===== config.mk =====
export PLATFORM = sky130hd
export DESIGN_NAME = flash_program_erase_protection
export DESIGN_NICKNAME = d
export VERILOG_FILES = /design/src/rtl/erase_block_gate.v /design/src/rtl/flash_program_erase_protection.v
export VERILOG_INCLUDE_DIRS = /design/src /design/src/rtl
export SDC_FILE = /design/constraint.sdc
export NUM_CORES = 1
export LEC_CHECK = 0
export BUFFER_PORTS_ARGS = -buffer_cell sky130_fd_sc_hd__clkbuf_2
export CORE_MARGIN = 2
export CORE_UTILIZATION = 45
export DETAILED_ROUTE_END_ITERATION = 8
export PLACE_DENSITY_LB_ADDON = 0.12
export RECOVER_POWER = 25
export SYNTH_ARGS = -nofsm -noshare
export SYNTH_HDL_FRONTEND = slang
export SYNTH_HIERARCHICAL = 1
export SYNTH_SLANG_ARGS = --single-unit

===== constraint.sdc =====
create_clock -name sys_clk -period 4.2 [get_ports sys_clk]
set_input_delay 0.84 -clock sys_clk [delete_from_list [all_inputs] [get_ports sys_clk]]
set_output_delay 0.84 -clock sys_clk [all_outputs]
set_load 0.01 [all_outputs]

===== src/rtl/flash_prot_consts.vh =====
// Constants for the flash program/erase protection block
`ifndef FLASH_PROT_CONSTS_VH
`define FLASH_PROT_CONSTS_VH

// Field positions inside the first control register
`define FC1_PROG_BIT      0
`define FC1_ERASE_BIT     1
`define FC1_PVERIFY_BIT   2
`define FC1_EVERIFY_BIT   3
`define FC1_SWPERMIT_BIT  6

// Field position of the error flag inside the second control register
`define FC2_ERRFLAG_BIT   7

// Register widths
`define FC_WIDTH          8
`define EBS1_WIDTH        8
`define EBS2_WIDTH        4
`define BLOCK_COUNT       12

// Initial values
`define FC1_RESET         8'h00
`define EBS1_RESET        8'h00
`define EBS2_RESET        4'h0
`define EBS2_ALL_CLEAR    4'h0
`define EBS1_ALL_CLEAR    8'h00

// Read select codes
`define SEL_WIDTH         2
`define SEL_FC1           2'h0
`define SEL_FC2           2'h1
`define SEL_EBS1          2'h2
`define SEL_EBS2          2'h3

// Value returned for control register reads in the mask-ROM variant (arbitrary)
`define MASK_ROM_READ     8'hA5

`endif


===== src/rtl/erase_block_gate.v =====
// Per-block erase enable decode for the flash erase block selects
`timescale 1ns/1ps
`default_nettype none
`include "flash_prot_consts.vh"

module erase_block_gate (
    input  wire                     sys_clk,
    input  wire                     rst_n,
    input  wire                     eraseActive,
    input  wire [`EBS1_WIDTH-1:0]   ebsFirst,
    input  wire [`EBS2_WIDTH-1:0]   ebsSecond,
    output wire                     anyBlock,
    output reg  [`BLOCK_COUNT-1:0]  blockErase_r
);

    wire [`BLOCK_COUNT-1:0] sel;

    assign sel      = {ebsSecond, ebsFirst};
    // All zeros in both selects protects every block
    assign anyBlock = (ebsFirst != `EBS1_ALL_CLEAR) || (ebsSecond != `EBS2_ALL_CLEAR); // [RULE7]

    // ------------------------------------------------------------
    // Per-block enables
    // ------------------------------------------------------------
    genvar i;
    generate
        for (i = 0; i < `BLOCK_COUNT; i = i + 1) begin : gBlock
            always @(posedge sys_clk) begin
                if (!rst_n) begin
                    blockErase_r[i] <= 1'b0;
                end else begin
                    blockErase_r[i] <= eraseActive & sel[i]; // [RULE6]
                end
            end
        end
    endgenerate

endmodule

`default_nettype wire


===== src/rtl/flash_program_erase_protection.v =====
// Flash program/erase protection: hardware, software and error protection
`timescale 1ns/1ps
`default_nettype none
`include "flash_prot_consts.vh"

// How it works
// RULE1: No interrupts, NMI too, while programming, erasing, booting
// RULE2: Write-permit pin high clears registers, protects flash
// RULE3: Any reset or standby clears registers, protects
// RULE4: Software permit bit zero protects all blocks
// RULE5: Request bits ignored under software protection
// RULE6: Erase selects gate erase per block only
// RULE7: All-zero erase selects protect every block
// RULE8: RAM overlay active protects all blocks
// RULE9: Flash read while busy sets error flag
// RULE10: Non-reset exception while busy sets error flag
// RULE11: Sleep while busy sets error flag
// RULE12: Error keeps registers, aborts program/erase immediately
// RULE13: Error protection blocks program/erase restart
// RULE14: Error protection still allows verify modes
// RULE15: Only power-on reset clears error protection
// RULE16: Flash access on after reset; standby bit disables
// RULE17: Mask-ROM variant reads control registers undefined
// RULE18: Program only while program request bit held
// RULE19: Software selects one block per erase
// RULE20: Error flag readable, stays set until power-on
module flash_program_erase_protection #(
    parameter MASK_ROM_VARIANT = 0
) (
    input  wire                     sys_clk,
    input  wire                     rst_n,
    input  wire                     flash_write_permit_pin,
    input  wire                     systemResetReq,
    input  wire                     standbyMode,
    input  wire                     moduleStandby,
    input  wire                     ram_overlay_active,
    input  wire                     bootRunning,
    input  wire                     flashReadAccess,
    input  wire                     exceptionStart,
    input  wire                     sleepExec,
    input  wire                     irqIn,
    input  wire                     nmiIn,
    input  wire                     fc1WrEn,
    input  wire [`FC_WIDTH-1:0]     fc1WrData,
    input  wire                     ebs1WrEn,
    input  wire [`EBS1_WIDTH-1:0]   ebs1WrData,
    input  wire                     ebs2WrEn,
    input  wire [`EBS2_WIDTH-1:0]   ebs2WrData,
    input  wire [`SEL_WIDTH-1:0]    regRdSel,
    output reg  [`FC_WIDTH-1:0]     regRdData_r,
    output reg                      programActive_r,
    output reg                      eraseActive_r,
    output wire [`BLOCK_COUNT-1:0]  blockErase_r,
    output reg                      programVerify_r,
    output reg                      eraseVerify_r,
    output reg                      errorProtect_r,
    output reg                      irqOut_r,
    output reg                      nmiOut_r,
    output reg                      flashAccessEn_r
);

    // ------------------------------------------------------------
    // Register state
    // ------------------------------------------------------------
    reg  [`FC_WIDTH-1:0]    flash_control_first_r;
    reg  [`FC_WIDTH-1:0]    flash_control_first_nxt;
    reg  [`EBS1_WIDTH-1:0]  erase_block_select_first_r;
    reg  [`EBS1_WIDTH-1:0]  erase_block_select_first_nxt;
    reg  [`EBS2_WIDTH-1:0]  erase_block_select_second_r;
    reg  [`EBS2_WIDTH-1:0]  erase_block_select_second_nxt;
    reg                     flash_error_flag_r;
    reg                     flash_error_flag_nxt;

    reg                     programActive_nxt;
    reg                     eraseActive_nxt;
    reg                     programVerify_nxt;
    reg                     eraseVerify_nxt;
    reg  [`FC_WIDTH-1:0]    regRdData_nxt;

    wire [`FC_WIDTH-1:0]    flash_control_second;
    wire                    hwProtect;
    wire                    swProtect;
    wire                    busy;
    wire                    errDetect;
    wire                    anyBlock;
    wire                    programReq;
    wire                    eraseReq;
    wire                    software_write_permit;
    wire                    verifyAllowed;
    wire                    modeBlock;
    wire                    intMask;

    // ------------------------------------------------------------
    // Protection conditions
    // ------------------------------------------------------------
    // Pin, non-power-on reset (watchdog included) and standby all
    // force the initial state of the writable control registers.
    assign hwProtect = flash_write_permit_pin  // [RULE2]
                     | systemResetReq          // [RULE3]
                     | standbyMode;            // [RULE3]

    assign software_write_permit = flash_control_first_r[`FC1_SWPERMIT_BIT];

    assign swProtect = ~software_write_permit  // [RULE4]
                     | ram_overlay_active;     // [RULE8]

    assign programReq = flash_control_first_r[`FC1_PROG_BIT];
    assign eraseReq   = flash_control_first_r[`FC1_ERASE_BIT];

    assign busy = programActive_r | eraseActive_r;

    // Any of the three illegal events during an operation
    assign errDetect = busy & (flashReadAccess  // [RULE9]
                            | exceptionStart    // [RULE10]
                            | sleepExec);       // [RULE11]

    // Error flag occupies one bit of the second control register
    assign flash_control_second = {flash_error_flag_r,
                                   {(`FC_WIDTH-1){1'b0}}};

    // ------------------------------------------------------------
    // Mode gating
    // ------------------------------------------------------------
    // Any one protection kind is enough to refuse a mode entry
    assign modeBlock = swProtect                 // [RULE5]
                     | hwProtect                 // [RULE2]
                     | flash_error_flag_nxt;     // [RULE13]

    // Verify needs the permit bit but not a clean error state
    assign verifyAllowed = ~hwProtect & software_write_permit; // [RULE14]

    assign intMask = programActive_nxt | eraseActive_nxt | bootRunning; // [RULE1]

    // ------------------------------------------------------------
    // Erase block decode
    // ------------------------------------------------------------
    // Decode assumes a single selected block per erase; several set
    // bits simply erase several blocks at once.
    erase_block_gate uBlockGate (
        .sys_clk      (sys_clk),
        .rst_n        (rst_n),
        .eraseActive  (eraseActive_nxt),
        .ebsFirst     (erase_block_select_first_r),
        .ebsSecond    (erase_block_select_second_r),
        .anyBlock     (anyBlock),
        .blockErase_r (blockErase_r)
    ); // [RULE19]

    // ------------------------------------------------------------
    // Control register next values
    // ------------------------------------------------------------
    always @* begin
        flash_control_first_nxt       = flash_control_first_r;
        erase_block_select_first_nxt  = erase_block_select_first_r;
        erase_block_select_second_nxt = erase_block_select_second_r;

        if (hwProtect) begin
            flash_control_first_nxt       = `FC1_RESET;  // [RULE2]
            erase_block_select_first_nxt  = `EBS1_RESET; // [RULE3]
            erase_block_select_second_nxt = `EBS2_RESET; // [RULE3]
        end else begin
            // Writes are still taken in error protection; the
            // settings are kept, only the modes are blocked.
            if (fc1WrEn) begin
                flash_control_first_nxt = fc1WrData;     // [RULE12]
            end
            if (ebs1WrEn) begin
                erase_block_select_first_nxt = ebs1WrData;
            end
            if (ebs2WrEn) begin
                erase_block_select_second_nxt = ebs2WrData;
            end
        end
    end

    // ------------------------------------------------------------
    // Error flag
    // ------------------------------------------------------------
    // Sticky: no write port and no other reset reaches it.
    always @* begin
        flash_error_flag_nxt = flash_error_flag_r;
        if (errDetect) begin
            flash_error_flag_nxt = 1'b1;                 // [RULE20]
        end
    end

    // ------------------------------------------------------------
    // Operating modes
    // ------------------------------------------------------------
    always @* begin
        programActive_nxt = 1'b0;
        eraseActive_nxt   = 1'b0;

        // Program lasts only while the request bit is held
        if (programReq && !modeBlock) begin
            programActive_nxt = 1'b1;                    // [RULE18]
        end

        if (eraseReq && !modeBlock && anyBlock) begin
            eraseActive_nxt = 1'b1;                      // [RULE5]
        end

        // Error detected this cycle ends the mode at the next edge;
        // the flag itself prevents any later restart.
        if (errDetect) begin
            programActive_nxt = 1'b0;                    // [RULE12]
            eraseActive_nxt   = 1'b0;                    // [RULE12]
        end
        if (flash_error_flag_r) begin
            programActive_nxt = 1'b0;                    // [RULE13]
            eraseActive_nxt   = 1'b0;                    // [RULE13]
        end
    end

    // Verify modes ignore the error flag on purpose
    always @* begin
        programVerify_nxt = 1'b0;
        eraseVerify_nxt   = 1'b0;
        if (verifyAllowed) begin
            programVerify_nxt =
                flash_control_first_r[`FC1_PVERIFY_BIT]; // [RULE14]
            eraseVerify_nxt =
                flash_control_first_r[`FC1_EVERIFY_BIT]; // [RULE14]
        end
    end

    // ------------------------------------------------------------
    // Register read path
    // ------------------------------------------------------------
    always @* begin
        case (regRdSel)
            `SEL_FC1: begin
                regRdData_nxt = flash_control_first_r;
            end
            `SEL_FC2: begin
                regRdData_nxt = flash_control_second;    // [RULE20]
            end
            `SEL_EBS1: begin
                regRdData_nxt = erase_block_select_first_r;
            end
            `SEL_EBS2: begin
                regRdData_nxt = {{(`FC_WIDTH-`EBS2_WIDTH){1'b0}},
                                 erase_block_select_second_r};
            end
            default: begin
                regRdData_nxt = {`FC_WIDTH{1'b0}};
            end
        endcase
        // Without flash the control registers do not exist
        if (MASK_ROM_VARIANT != 0) begin
            regRdData_nxt = `MASK_ROM_READ;              // [RULE17]
        end
    end

    // ------------------------------------------------------------
    // Registers under power-on reset
    // ------------------------------------------------------------
    always @(posedge sys_clk) begin
        if (!rst_n) begin
            flash_control_first_r       <= `FC1_RESET;
            erase_block_select_first_r  <= `EBS1_RESET;
            erase_block_select_second_r <= `EBS2_RESET;
        end else begin
            flash_control_first_r       <= flash_control_first_nxt;
            erase_block_select_first_r  <= erase_block_select_first_nxt;
            erase_block_select_second_r <= erase_block_select_second_nxt;
        end
    end

    // ------------------------------------------------------------
    // Error flag register
    // ------------------------------------------------------------
    // Kept apart: rst_n is the power-on reset, the only thing that
    // may clear it; system reset and standby act through hwProtect.
    always @(posedge sys_clk) begin
        if (!rst_n) begin
            flash_error_flag_r <= 1'b0;                  // [RULE15]
        end else begin
            flash_error_flag_r <= flash_error_flag_nxt;  // [RULE20]
        end
    end

    // ------------------------------------------------------------
    // Mode outputs
    // ------------------------------------------------------------
    always @(posedge sys_clk) begin
        if (!rst_n) begin
            programActive_r <= 1'b0;
            eraseActive_r   <= 1'b0;
            programVerify_r <= 1'b0;
            eraseVerify_r   <= 1'b0;
        end else begin
            programActive_r <= programActive_nxt;
            eraseActive_r   <= eraseActive_nxt;
            programVerify_r <= programVerify_nxt;
            eraseVerify_r   <= eraseVerify_nxt;
        end
    end

    // ------------------------------------------------------------
    // Status outputs
    // ------------------------------------------------------------
    // Read data lags the select by one cycle
    always @(posedge sys_clk) begin
        if (!rst_n) begin
            errorProtect_r <= 1'b0;
            regRdData_r    <= {`FC_WIDTH{1'b0}};
        end else begin
            errorProtect_r <= flash_error_flag_nxt;      // [RULE15]
            regRdData_r    <= regRdData_nxt;
        end
    end

    // ------------------------------------------------------------
    // Interrupt gating
    // ------------------------------------------------------------
    // Uses next-state modes so the mask is in place on the same edge
    // that the operation starts; a request already pending at that
    // edge is held off, not lost, as the source keeps it asserted.
    always @(posedge sys_clk) begin
        if (!rst_n) begin
            irqOut_r <= 1'b0;
            nmiOut_r <= 1'b0;
        end else begin
            irqOut_r <= irqIn & ~intMask;                // [RULE1]
            nmiOut_r <= nmiIn & ~intMask;                // [RULE1]
        end
    end

    // ------------------------------------------------------------
    // Module standby
    // ------------------------------------------------------------
    // Standby blocks access only; no mode is aborted by it
    always @(posedge sys_clk) begin
        if (!rst_n) begin
            flashAccessEn_r <= 1'b1;                     // [RULE16]
        end else begin
            flashAccessEn_r <= ~moduleStandby;           // [RULE16]
        end
    end

endmodule

`default_nettype wire


Yosys cells after proc, flatten, opt, wreduce, memory -nomap -nowiden --
Index checks and enable logic that the tools add are counted.
Word-level totals: word-level logic and storage cells 76, flip-flop bits (word level) 48, output and inout port bits 28, input bits 38
Cells by class: reductions and logical operators 10, eq/ne operators 3, bitwise logic cells 31, muxes and demuxes 8
Operator list (number):
- $pmux W8 S4 | 1
- $and A1 B1 Y1 | 16
- $or A1 B1 Y1 | 10
- $reduce_bool A8 Y1 | 1
- $mux W1 | 7
- $not A1 Y1 | 5
- $eq A2 B2 Y1 const B | 2
- $reduce_bool A4 Y1 | 1
- $logic_and A1 B1 Y1 | 3
- $eq A2 B1 Y1 const B | 1
- $logic_not A2 Y1 | 1
- $reduce_and A2 Y1 | 1
- $reduce_or A2 Y1 | 1
- $logic_not A1 Y1 | 1
- $logic_or A1 B1 Y1 | 1

Logic depth before layout (Yosys ltp) --
word-level depth 15, mapped depth 5

Hierarchy --
The synthesis kept the hierarchy.
Modules (own cells, without submodules):
- flash_program_erase_protection | instances 1, seq. area each 720.7 um^2, area an instance 1351.3 um^2, cells an instance 132
- erase_block_gate | instances 1, seq. area each 240.2 um^2, area an instance 350.3 um^2, cells an instance 30

Least setup slack after synthesis --
No wires, ideal clock.
path type input to register, start point in systemResetReq, end point reg uBlockGate.blockErase_r[3], setup time 59 ps, cell stages on the path 5, slack 2239 ps, buffers on the path 1, arrival 1902 ps, data required time 4141 ps, path through or3_1 nor3_2 and3_1 buf_2 and3_2
On the way: cells in the longest elaborated chain, start to end 11
Ends and longest elaborated chain:
- start: declaration | line flash_program_erase_protection.v:33 | input wire systemResetReq,
- $or A1 B1 Y1 | line flash_program_erase_protection.v:99 | | systemResetReq
- $or A1 B1 Y1 | line flash_program_erase_protection.v:100 | | standbyMode;
- $or A1 B1 Y1 | line flash_program_erase_protection.v:126 | | hwProtect
- $or A1 B1 Y1 | line flash_program_erase_protection.v:127 | | flash_error_flag_nxt;
- $logic_not A1 Y1 | line flash_program_erase_protection.v:199 | if (eraseReq && !modeBlock && anyBlock) begin
- $logic_and A1 B1 Y1 (2 in a row) | line flash_program_erase_protection.v:199
- $mux W1 | line flash_program_erase_protection.v:199
- $mux W1 | line flash_program_erase_protection.v:205 | if (errDetect) begin
- $mux W1 | line flash_program_erase_protection.v:209 | if (flash_error_flag_r) begin
- via eraseActive_nxt | line flash_program_erase_protection.v:75 | reg eraseActive_nxt;
- $and A1 B1 Y1 | line erase_block_gate.v:32 | blockErase_r[i] <= eraseActive & sel[i];
- end signal: indexed assignment | line erase_block_gate.v:32
- end: declaration | line erase_block_gate.v:13 | output reg [`BLOCK_COUNT-1:0] blockErase_r
The timed path passes the listed nets, and every way through them passes these cells. A chain may end at the register's enable or synchronous reset.

Worst setup path after layout --
start point in rst_n, end point reg erase_block_select_first_r[2]
On the way: cells in the longest elaborated chain, start to end 2
Ends and longest elaborated chain:
- start: declaration | line flash_program_erase_protection.v:31 | input wire rst_n,
- $not A1 Y1 (no source line)
- $reduce_or A2 Y1 (no source line)
- end signal: assignment | line flash_program_erase_protection.v:261 | erase_block_select_first_r <= `EBS1_RESET;
- end signal: assignment | line flash_program_erase_protection.v:265 | erase_block_select_first_r <= erase_block_select_first_nxt;
- end: declaration | line flash_program_erase_protection.v:67 | reg [`EBS1_WIDTH-1:0] erase_block_select_first_r;
Every way passes these cells.

==> out/results.txt <==
Area Overhead vs Synth = 24.8%
compound-cell area share of the yosys netlist = 2.79%
initial antenna violation count = 0
H-Tree Depth = 2
Final Wtd Congestion = 0.747
LEAKAGE = 1.03 nW
design area = 2120 µm²
DRT antenna net count = 0
Die Span Y = 65.5 µm
first-pass GRT wire length = 5.81 mm
clk_skew = 0.00682 ns
Core ar. = 3660 µm²
vias in the first global route = 1307
post-CTS sizing = 0
critical path peak fanout = 26
XOR/XNOR Fraction of Synth Area = 0%
clock buffer depth = 2
Worst Max-Slew Pin Slew = 0.868 ns
die area = 4290 µm²
layout cell share with drive strength beyond 1 = 32.6%
Max Slew Vio Count = 0
Top FF cell, synth = dfxtp_1
largest net degree at the start of global routing = 27
# Max-Cap Violations = 0
Max VDD drop = 0.190 mV
Post-route DRC = 0
Synth Register Bits = 48
mux share of post-synthesis cell area = 16.5%
placed cell area = 2040 µm²
routed wire length = 3.59 mm
Syn Nets = 200
largest family of logic cells by synthesized area = simple AND/OR/NAND/NOR gates
Netlist Area Pre-Place = 1700 µm²
final setup violation count = 0
critical path startpoint category = input pin
Async S/R FF share, synth = 0%
Hold Vio Cnt, Final = 0
Unique masters post-synth = 25
setup TNS = 0 ns
Synth Area in Adders = 0%
Seq/Total Area, Yosys = 56.5%
IO buf count = 65
min-delay worst type = flip-flop to flip-flop
I/O Pins = 66
run status = completed
clock-pin slew on the worst setup and hold paths = 0.08 ns
Initial Util = 46.5%
EDFF count, synth = 0
Final nets = 261
GRT overflow = 0
post-CTS setup buffer count = 0
period utilization = 51.7%
Pre-antenna DRT Iters = 3
crit path capture type = flip-flop
CP Class = input pin to flip-flop
crit path time final = 2.17 ns
CTS tree = yes
Num CTS Buffers = 5
row cnt = 22
Total Power = 0.778 mW
Num Clock Sinks = 48
synth warn = 6
Gate Count Post-Synth = 162
PwrDens = 367 nW/µm²
fmax = 0.461 GHz
Layout fillers = 345
syn_area_per_cell = 10.5 µm²
root buffer cell = clkbuf_8
total number of vias = 1336
final worst slack = 2.03 ns
worst slack at placement = 1.98 ns
drt wl/cell = 13.2 µm
Post-Layout Cell Count = 272
total track usage = 18.2%
RSZ-0062 raised after global routing = false
Chip Width = 65.5 µm
hpwl dp = 2.76 mm
hold buffers post-CTS = 0
Vias/cell = 4.91
simple logic cell fraction of the synthesized area = 21.4%
Worst Path Arrival = 2.38 ns
starting DRC count in detailed routing = 55
# diodes = 0
Inst Count DP = 264
normalized max-slew margin = 42.1%
Reg2Reg Setup Slack = 2.56 ns
Worst EP required = 4.41 ns
worst-skew pair later-pin latency = 0.29 ns
==> cells in the final DEF (no fill, tap or decap), drive strengths merged <==
cell	Yosys	layout
nor4	4	4
or3b	1	1
and2	6	6
and3	16	16
dfxtp	48	48
o21ai	5	5
a21oi	1	1
o21a	1	1
or3	1	1
o32a	1	1
nor3	4	4
nand3b	1	1
clkbuf	9	71
nand2b	1	1
nor2	23	23
clkinv	0	2
and4	1	1
nand2	4	4
mux2i	28	28
nand3	5	5
==> critical path: stages <==
cell and delay (ns):
clkbuf_1 0.63, nand2_1 0.64, nor2_1 0.26
==> logic make-up after synthesis <==
| kind of cell | after synthesis |
|---|---|
| muxes | 28 |
| DFF | 48 |
| and+or+nand+nor | 67 |
| buffers and inverters | 11 |
| AOI/OAI and AO/OA | 8 |
==> metrics by stage <==
stage / hold WS [ns] / util (%)
2_1_floorplan: 0.460 / -
3_3_place_gp: 0.477 / 55.7
3_5_place_dp: 0.485 / 55.7
4_1_cts: 0.505 / 58.2
5_1_grt: 0.551 / 58.0
6_report: 0.500 / 58.0
==> state kept, by name (all words and copies together) (netlist names), 4 cells and up <==
name	count
erase_block_select_first_r	8
regRdData_r	8
flash_control_first_r	8
uBlockGate/blockErase_r	12
erase_block_select_second_r	4
==> final timing paths <==
kind                            start                            end  cells after the start
min reg2reg  flash_control_first_r[7]       flash_control_first_r[7]                      2
max reg2reg  flash_control_first_r[6]     uBlockGate/blockErase_r[3]                      4
min          flash_control_first_r[7]       flash_control_first_r[7]                      2
max                             rst_n  erase_block_select_first_r[2]                      3
==> area by class of cell <==
type / count / area [µm²] / share of cell area (%)
multi-input cells: 103 / 692 / 32.6
clock buffers: 6 / 82.6 / 3.89
flip-flops and latches: 48 / 961 / 45.3
clock inverters: 2 / 10.0 / 0.471
repair buffers: 65 / 318 / 15.0
well taps: 48 / 60.1 / 2.83
==> power breakdown <==
part	total, mW	internal, mW	switching [mW]	leakage [nW]
Combinational	0.0503	0.0253	0.0250	0.595
Clock	0.267	0.131	0.136	0.0510
Sequential	0.461	0.458	0.00260	0.388
==> routing by layer <==
metal | GRT usage [%] | part of all wire (%)
met1 | 20.3 | 43
met2 | 32.8 | 50
met3 | 5.82 | 6.0
met4 | 5.47 | 1.1
met5 | 0 | 0
==> cells in the mapped netlist (2+ instances only) <==
| cell type | instances | area, µm² |
|---|---|---|
| and2_1 | 6 | 37.5 |
| and3_1 | 13 | 81.3 |
| and3_2 | 3 | 22.5 |
| clkbuf_1 | 7 | 26.3 |
| clkbuf_2 | 2 | 10.0 |
| dfxtp_1 | 48 | 961 |
| mux2i_1 | 28 | 280 |
| nand2_1 | 4 | 15.0 |
| nand3_1 | 5 | 25.0 |
| nor2_1 | 23 | 86.3 |
| nor3_1 | 3 | 15.0 |
| nor4_1 | 3 | 18.8 |
| o21ai_0 | 5 | 25.0 |
(Power assumes the default switching activity.)
